<file path="config.mk">
export PLATFORM = sky130hd
export DESIGN_NAME = sdc_ctrl
export DESIGN_NICKNAME = d
export VERILOG_FILES = /design/src/sdc_pkg.sv /design/src/sdc_ctrl.sv
export VERILOG_INCLUDE_DIRS = /design/src
export SDC_FILE = /design/constraint.sdc
export NUM_CORES = 1
export LEC_CHECK = 0
export BUFFER_PORTS_ARGS = -buffer_cell sky130_fd_sc_hd__buf_2
export CORE_MARGIN = 5
export CORE_UTILIZATION = 51
export DETAILED_ROUTE_END_ITERATION = 12
export MAX_ROUTING_LAYER = met4
export PLACE_DENSITY = 0.79
export SYNTH_ARGS = -nofsm -noshare
export SYNTH_HDL_FRONTEND = slang
export SYNTH_SLANG_ARGS = --single-unit
</file>
<file path="constraint.sdc">
create_clock -name clk_i -period 1.6 [get_ports clk_i]
set_input_delay 0.32 -clock clk_i [delete_from_list [all_inputs] [get_ports clk_i]]
set_output_delay 0.32 -clock clk_i [all_outputs]
set_load 0.1 [all_outputs]
</file>
<file path="src/sdc_consts.svh">
// Constants for the serial D/A channel control block.
// Assumes inclusion by bare name from the package only; the design module uses its macros without including it.
`ifndef SDC_CONSTS_SVH
`define SDC_CONSTS_SVH
`define SDC_WORD_W 12
`define SDC_NCH 8
`define SDC_CODE_W 8
`define SDC_CH_MSB 11
`define SDC_CH_LSB 8
`define SDC_CMD_PD 4'h0
`define SDC_CMD_DA_LAST 4'h8
`define SDC_CMD_PD_REL 4'h9
`define SDC_CMD_SEL 4'hc
`define SDC_CMD_S2P 4'hd
`define SDC_CMD_P2S 4'he
`define SDC_CMD_DIR 4'hf
`define SDC_CODE_RST 8'h00
`define SDC_MASK_RST 8'h00
`define SDC_SHIFT_RST 12'h000
`endif

</file>
<file path="src/sdc_pkg.sv">
// Types for the serial D/A channel control block.
// Assumes sdc_consts.svh is on the include path.
package sdc_pkg;
  `include "sdc_consts.svh"
  typedef struct packed {
    logic [3:0] chan;
    logic [7:0] data;
  } sdc_cmd_t;
  typedef struct packed {
    logic [7:0] da_sel;
    logic [7:0] dir_out;
    logic [7:0] port_val;
    logic powered_down;
  } sdc_state_t;
endpackage

</file>
<file path="src/sdc_ctrl.sv">
// Control logic of an eight-channel 8-bit D/A with general I/O pins.
// Assumes serial link pins are asynchronous and sampled by clk_i; analog
// levels are presented as 8-bit codes per channel for an external ladder.
`timescale 1ns/100ps
module sdc_ctrl
  import sdc_pkg::*;
(
  input wire logic clk_i,
  input wire logic rst_b_i,
  input wire logic external_reset_n_i,
  input wire logic chip_select_low_i,
  input wire logic serial_clk_i,
  input wire logic serial_data_in_i,
  input wire logic [7:0] channel_pins_i,
  output logic serial_data_out_o,
  output logic [7:0] channel_pins_o,
  output logic [7:0] channel_pins_oe_b_o,
  output logic [7:0] da_enable_o,
  output logic [63:0] da_code_o,
  output logic analog_bias_en_o
);
  logic [2:0] cs_sync_r, sck_sync_r, sdi_sync_r, rstp_sync_r;
  logic [11:0] shift_r;
  logic [11:0] so_shift_r;
  logic [7:0] code_r [8];
  sdc_state_t st_r;
  logic p2s_armed_r, p2s_load_r;
  logic sdo_r;
  logic [7:0] pins_o_r, oe_b_r, da_en_r;
  logic [63:0] code_flat_r;
  logic bias_r;

  // Two flops per pin; third stage is only used for edge finding
  always_ff @(posedge clk_i or negedge rst_b_i) begin
    if (!rst_b_i) begin
      cs_sync_r <= 3'h7;
      sck_sync_r <= 3'h0;
      sdi_sync_r <= 3'h0;
      rstp_sync_r <= 3'h7;
    end else begin
      cs_sync_r <= {cs_sync_r[1:0], chip_select_low_i};
      sck_sync_r <= {sck_sync_r[1:0], serial_clk_i};
      sdi_sync_r <= {sdi_sync_r[1:0], serial_data_in_i};
      rstp_sync_r <= {rstp_sync_r[1:0], external_reset_n_i};
    end
  end

  wire cs_low = !cs_sync_r[1];
  wire cs_rise = cs_sync_r[1] && !cs_sync_r[2];
  wire cs_fall = !cs_sync_r[1] && cs_sync_r[2];
  wire sck_rise = sck_sync_r[1] && !sck_sync_r[2];
  wire sck_fall = !sck_sync_r[1] && sck_sync_r[2];
  wire ext_rst = !rstp_sync_r[1];
  wire shift_en = sck_rise && cs_low;
  wire [11:0] shift_nxt = {shift_r[10:0], sdi_sync_r[1]};
  sdc_cmd_t cmd;
  assign cmd = shift_r;
  wire is_da = (cmd.chan != `SDC_CMD_PD) && (cmd.chan <= `SDC_CMD_DA_LAST);
  wire [2:0] da_idx = 3'(cmd.chan - 4'h1);
  wire do_pd = cs_rise && (cmd.chan == `SDC_CMD_PD);
  wire do_rel = cs_rise && (cmd.chan == `SDC_CMD_PD_REL);
  wire do_sel = cs_rise && (cmd.chan == `SDC_CMD_SEL);
  wire do_dir = cs_rise && (cmd.chan == `SDC_CMD_DIR);
  wire do_s2p = cs_rise && (cmd.chan == `SDC_CMD_S2P);
  wire do_p2s = cs_rise && (cmd.chan == `SDC_CMD_P2S);
  // Data bit 0 maps to first channel
  // D0 is the last bit shifted and the code LSB
  wire [7:0] cmd_data = cmd.data;

  // Shift register is not cleared by select going high
  always_ff @(posedge clk_i or negedge rst_b_i) begin
    if (!rst_b_i) begin
      shift_r <= `SDC_SHIFT_RST;
    end else if (ext_rst) begin
      shift_r <= `SDC_SHIFT_RST;
    end else if (shift_en) begin
      shift_r <= shift_nxt;
    end
  end

  generate
    for (genvar g = 0; g < `SDC_NCH; g++) begin : g_code
      always_ff @(posedge clk_i or negedge rst_b_i) begin
        if (!rst_b_i) begin
          code_r[g] <= `SDC_CODE_RST;
        end else if (ext_rst) begin
          code_r[g] <= `SDC_CODE_RST;
        end else if (cs_rise && is_da && da_idx == 3'(g)) begin
          code_r[g] <= cmd_data;
        end
      end
    end
  endgenerate

  always_ff @(posedge clk_i or negedge rst_b_i) begin
    if (!rst_b_i) begin
      st_r <= '{da_sel: `SDC_MASK_RST, dir_out: `SDC_MASK_RST,
                port_val: `SDC_MASK_RST, powered_down: 1'b1};
    end else if (ext_rst) begin
      st_r <= '{da_sel: `SDC_MASK_RST, dir_out: `SDC_MASK_RST,
                port_val: `SDC_MASK_RST, powered_down: 1'b1};
    end else begin
      if (do_pd) begin
        st_r.powered_down <= 1'b1;
        st_r.da_sel <= `SDC_MASK_RST;
      end else if (do_sel) begin
        st_r.da_sel <= cmd_data;
      end
      if (do_rel) begin
        st_r.powered_down <= 1'b0;
      end
      if (do_dir) begin
        st_r.dir_out <= cmd_data;
      end
      if (do_s2p) begin
        st_r.port_val <= cmd_data;
      end
    end
  end

  // Parallel capture on the first select fall after the command
  always_ff @(posedge clk_i or negedge rst_b_i) begin
    if (!rst_b_i) begin
      p2s_armed_r <= 1'b0;
      p2s_load_r <= 1'b0;
      so_shift_r <= `SDC_SHIFT_RST;
      sdo_r <= 1'b0;
    end else if (ext_rst) begin
      p2s_armed_r <= 1'b0;
      p2s_load_r <= 1'b0;
      so_shift_r <= `SDC_SHIFT_RST;
      sdo_r <= 1'b0;
    end else begin
      if (do_p2s) begin
        p2s_armed_r <= 1'b1;
      end else if (cs_fall) begin
        p2s_armed_r <= 1'b0;
      end
      if (cs_fall && p2s_armed_r) begin
        so_shift_r <= {4'h0, {<<{channel_pins_i}}};
        p2s_load_r <= 1'b1;
      end else if (cs_fall) begin
        // Echo of previous word; undefined to the host
        so_shift_r <= shift_r;
        p2s_load_r <= 1'b0;
      end else if (sck_fall && cs_low) begin
        so_shift_r <= {so_shift_r[10:0], 1'b0};
      end
      sdo_r <= so_shift_r[11];
    end
  end

  // Pins in D/A mode are driven by the analog ladder, not the port
  always_ff @(posedge clk_i or negedge rst_b_i) begin
    if (!rst_b_i) begin
      pins_o_r <= `SDC_MASK_RST;
      oe_b_r <= 8'hff;
      da_en_r <= `SDC_MASK_RST;
      code_flat_r <= 64'h0;
      bias_r <= 1'b0;
    end else begin
      pins_o_r <= st_r.port_val;
      oe_b_r <= ~(st_r.dir_out & ~st_r.da_sel);
      da_en_r <= st_r.da_sel & {8{!st_r.powered_down}};
      code_flat_r <= {code_r[7], code_r[6], code_r[5], code_r[4],
                      code_r[3], code_r[2], code_r[1], code_r[0]};
      bias_r <= !st_r.powered_down;
    end
  end

  assign serial_data_out_o = sdo_r;
  assign channel_pins_o = pins_o_r;
  assign channel_pins_oe_b_o = oe_b_r;
  assign da_enable_o = da_en_r;
  assign da_code_o = code_flat_r;
  assign analog_bias_en_o = bias_r;

  property p_pd_cuts;
    @(posedge clk_i) disable iff (!rst_b_i)
      do_pd && !ext_rst |=> ##1 !bias_r && da_en_r == 8'h00;
  endproperty
  a_pd_cuts: assert property (p_pd_cuts) else $error("power-down not applied");

  logic [2:0] da_idx_q;
  always_ff @(posedge clk_i) da_idx_q <= da_idx;
  property p_da_update;
    @(posedge clk_i) disable iff (!rst_b_i)
      cs_rise && is_da && !ext_rst |=> code_r[da_idx_q] == $past(cmd_data);
  endproperty
  a_da_update: assert property (p_da_update) else $error("code not updated");

  property p_shift_hold;
    @(posedge clk_i) disable iff (!rst_b_i)
      !shift_en && !ext_rst |=> $stable(shift_r);
  endproperty
  a_shift_hold: assert property (p_shift_hold) else $error("shift register changed");

  property p_shift_in;
    @(posedge clk_i) disable iff (!rst_b_i)
      shift_en && !ext_rst |=> shift_r[0] == $past(sdi_sync_r[1]);
  endproperty
  a_shift_in: assert property (p_shift_in) else $error("bit not sampled");

  property p_reset_state;
    @(posedge clk_i) disable iff (!rst_b_i)
      ext_rst |=> ##1 oe_b_r == 8'hff && !bias_r && da_en_r == 8'h00;
  endproperty
  a_reset_state: assert property (p_reset_state) else $error("reset state wrong");

  property p_sel;
    @(posedge clk_i) disable iff (!rst_b_i)
      do_sel && !ext_rst |=> st_r.da_sel == $past(cmd_data);
  endproperty
  a_sel: assert property (p_sel) else $error("select not applied");

  property p_pd_dir_kept;
    @(posedge clk_i) disable iff (!rst_b_i)
      do_pd && !ext_rst |=> st_r.da_sel == 8'h00 && $stable(st_r.dir_out);
  endproperty
  a_pd_dir_kept: assert property (p_pd_dir_kept) else $error("direction lost");

  property p_no_exec;
    @(posedge clk_i) disable iff (!rst_b_i)
      !cs_rise && !ext_rst |=> $stable(st_r.da_sel);
  endproperty
  a_no_exec: assert property (p_no_exec) else $error("mode changed off select rise");
endmodule

</file>
==> results.yml <==
clock_tree:
  htree_levels: 1
  clock-sinks: 214
  cts_tree: "done"
  clockBufferDepth: 3
  clkTransAtPathRegs_ns: 0.06
  clk_latency_ns: 0.49
  cts_buffers: 21
  root_buffer: "clkbuf_16"
grt:
  grt_max_degree: 49
  use_met3_pct: 3.49
  gr-total-overflow: 0
  antenna_found_initial: 0
  top_usage_layer: "met2"
  use_met1_pct: 25.3
  grt_usage_pct: 20.2
  grt_pass1_vias: 5309
  use_met2_pct: 33.8
  grt_pass1_wl_mm: 28.6
sta:
  setup_tns_ns: -0.0359
  worst_slack_ns: -0.0134
  finClkSkew_ns: 0.0119
  worst_slew_pin_slew_ns: 0.582
  relSlewSlack_pct: 61.0
  final_hold_viol_count: 0
  grt_setup_unrepaired: "yes"
  finalSetupViolations: 3
  hold_ws_ns: 0.231
  fmaxAchievable_mhz: 620
  finalMaxSlewViolations: 0
  finalCritPeriodShare_pct: 101
  period_needed_ns: 1.61
critical_path:
  critPathMaxStageDelay_ns: 0.54
  path_cells: "or4b_4 -> nor2_8 -> mux2i_1"
  crit_fanout: 8
  slowest_stage: "dfstp_2"
  path_buf_inv: 0
  critPathLaunchType: "register"
  required_ns: 2.00
  cp_top_family: "simple AND/OR/NAND/NOR gates"
  endpoint_kind: "register"
  path_class: "register to register"
  r2r-start: "cs_sync_r[1]"
  startpoint: "cs_sync_r[1]"
  worstPathArrival_ns: 2.01
place:
  placed_cell_area_mm2: 0.00880
  dp_slack_ns: -0.0650
  gp_congestion: 0.823
  place_hpwl_mm: 11.5
  portBuffers: 103
finish:
  fin_area_mm2: 0.00975
  drive_above_1_share_pct: 30.2
  n_fill_cell: 1071
  antenna_cells: 0
  multiInputGateArea_mm2: 0.00230
  seq_area_mm2: 0.00538
  syn2layout_area_growth_pct: 24.6
  final_nets: 727
power_and_ir_drop:
  power_leakage_nw: 4.90
  max-vdd-ir-drop_uv: 599
  finalPower_w: 0.0107
  power_density_mw_per_mm2: 1100
  power.share.sequential_pct: 50.9
  clockPowerShare_pct: 46.2
  switching_share_pct: 20.2
  p_comb_share_pct: 3.0
  p_sw_w: 0.00217
  p_int_w: 0.00856
hold_path:
  worst_hold_startpoint: "channel_pins_i[7]"
  hp-class: "input pin to register"
drt:
  vias: 5023
  wl_per_cell_um: 19.2
  vias_per_cell: 5.50
  firstDrtPassIters: 5
  ant_nets: 0
  drt_iter0_drc: 309
  drc: 0
  wirelength_mm: 17.6
synthesis:
  yosys-top-cells-count: "200 x dfrtp_1, 79 x mux2i_1, 69 x nand2_1"
  syn_nets: 600
  synth_ff_type: "dfrtp_1"
  synth-seq-cells: 214
  yosysUniqueCellTypes: 37
  synth_area_leaders: "dfrtp_1 64%, mux2i_1 10%, dfstp_2 4.7%, nand2_1 3.3%, o21ai_0 2.2%"
  avgSynthCellArea_um2: 13.3
  ys_warn_count: 0
  synth_top_area_share_pct: 64.0
  synth-edff-count: 0
  ys_seq_area_share_pct: 68.7
  synth-async-reset-ratio_pct: 100
  synth_top_area_cell: "dfrtp_1"
  syn_area_mm2: 0.00782
  synth.most_common_cell: "dfrtp_1"
  syn-instance-count: 586
floorplan:
  pin_count: 104
  core_mm2: 0.0151
  die-area_mm2: 0.0179
  fp.dieH_um: 134
  core.rowCount: 45
  initial_utilization_pct: 51.6
  die_x_um: 134
status:
  violations: "setup timing"
  status: "complete, but fails checks"
run:
  maxCapViolations: 0
registers in the layout, summed over array words and instances, names as in the netlist:
signal and count:
code_r 64, da_code_o 64, st_r 25, cmd 12
so_shift_r 12, channel_pins_o 8, channel_pins_oe_b_o 8, da_enable_o 8
cs_sync_r 3, sck_sync_r 3, rstp_sync_r 2, sdi_sync_r 2
analog_bias_en_o 1, p2s_armed_r 1, serial_data_out_o 1
power by group through the flow:
stage	registers, W	clock network, W	logic [W]
2_1_floorplan	0.00554	0	0.000116
5_1_grt	0.00545	0.00529	0.000354
6_report	0.00545	0.00495	0.000319
3_5_place_dp	0.00555	0	0.000293
4_1_cts	0.00545	0.00503	0.000305
3_3_place_gp	0.00555	0	0.000281
path summary, 6_finish.rpt:
| kind | to | slack (ns) | depth (start not counted) |
|---|---|---|---|
| worst max-delay path | code_r[44] | -0.01 | 3 |
| worst max register to register | code_r[44] | -0.01 | 3 |
| worst min register to register | sck_sync_r[1] | 0.35 | 0 |
| max in group asynchronous | channel_pins_oe_b_o[6] | 0.68 | 3 |
| min in group asynchronous | code_r[19] | 0.32 | 2 |
| worst min-delay path | so_shift_r[0] | 0.23 | 3 |
layout make-up:
class	count	area share [%]
well taps	188	2.41
flip-flops and latches	214	55.2
repair buffers	148	11.5
multi-input cells	327	23.6
inverters	1	0.0385
clock buffers	28	6.28
clock inverters	8	0.989
placed cells by master (no fill, tap or decap), types with 2 or more instances in the layout:
master,Yosys,routed
dfrtp_1,200,200
o2bb2ai_1,11,11
o21ai_0,35,33
buf_4,2,34
dlygate4sd3_1,0,5
buf_6,1,6
clkbuf_8,0,7
nand2_1,69,69
buf_12,0,12
o21ai_1,0,2
a21oi_2,0,5
nand2b_1,11,11
a21boi_0,19,17
bufinv_16,0,2
dfstp_2,14,13
a21boi_1,6,8
clkbuf_4,0,17
and2_1,3,2
clkbuf_16,0,21
mux2i_1,79,78
nor2b_1,26,26
nand3_1,32,32
a21oi_1,9,4
buf_2,15,73
clkinv_2,0,4
mux2_2,8,8
nand2_2,3,2
metrics by stage:
stage	utilization, %	instances
4_1_cts	63.4	908
6_report	64.3	914
3_5_place_dp	58.1	868
2_1_floorplan	-	586
5_1_grt	64.3	914
3_3_place_gp	58.1	868
routing by layer:
metal / part of all wire [%] / wire length (µm) / vias up
met5: 0 / 0 / -
met4: 2.3 / 404 / 0
met3: 4.6 / 803 / 35
met2: 53 / 9290 / 157
met1: 40 / 7070 / 2590
li1: - / - / 2241
worst register-to-register path: stages (launching register included):
cell	delay, ns
dfstp_2	0.54
or4b_4	0.52
nor2_8	0.22
mux2i_1	0.24
cell families after synthesis:
| family | synth area share (%) |
|---|---|
| AO/OA/AOI/OAI | 6.88 |
| buffers and inverters | 2.61 |
| flip-flops | 68.7 |
| multiplexers | 11.3 |
| AND/OR/NAND/NOR | 10.6 |
repair_timing:
action / CTS / global route
setup buffers: 0 / 6
pin swaps: 2 / 1
endpoints found under the setup margin: 44 / 72
resized for setup: 18 / 32
hold endpoints to repair: 37 / 0
gates cloned: 0 / 0
hold buffers: 5 / 0
No activity file was read; power rests on OpenSTA's default activity.
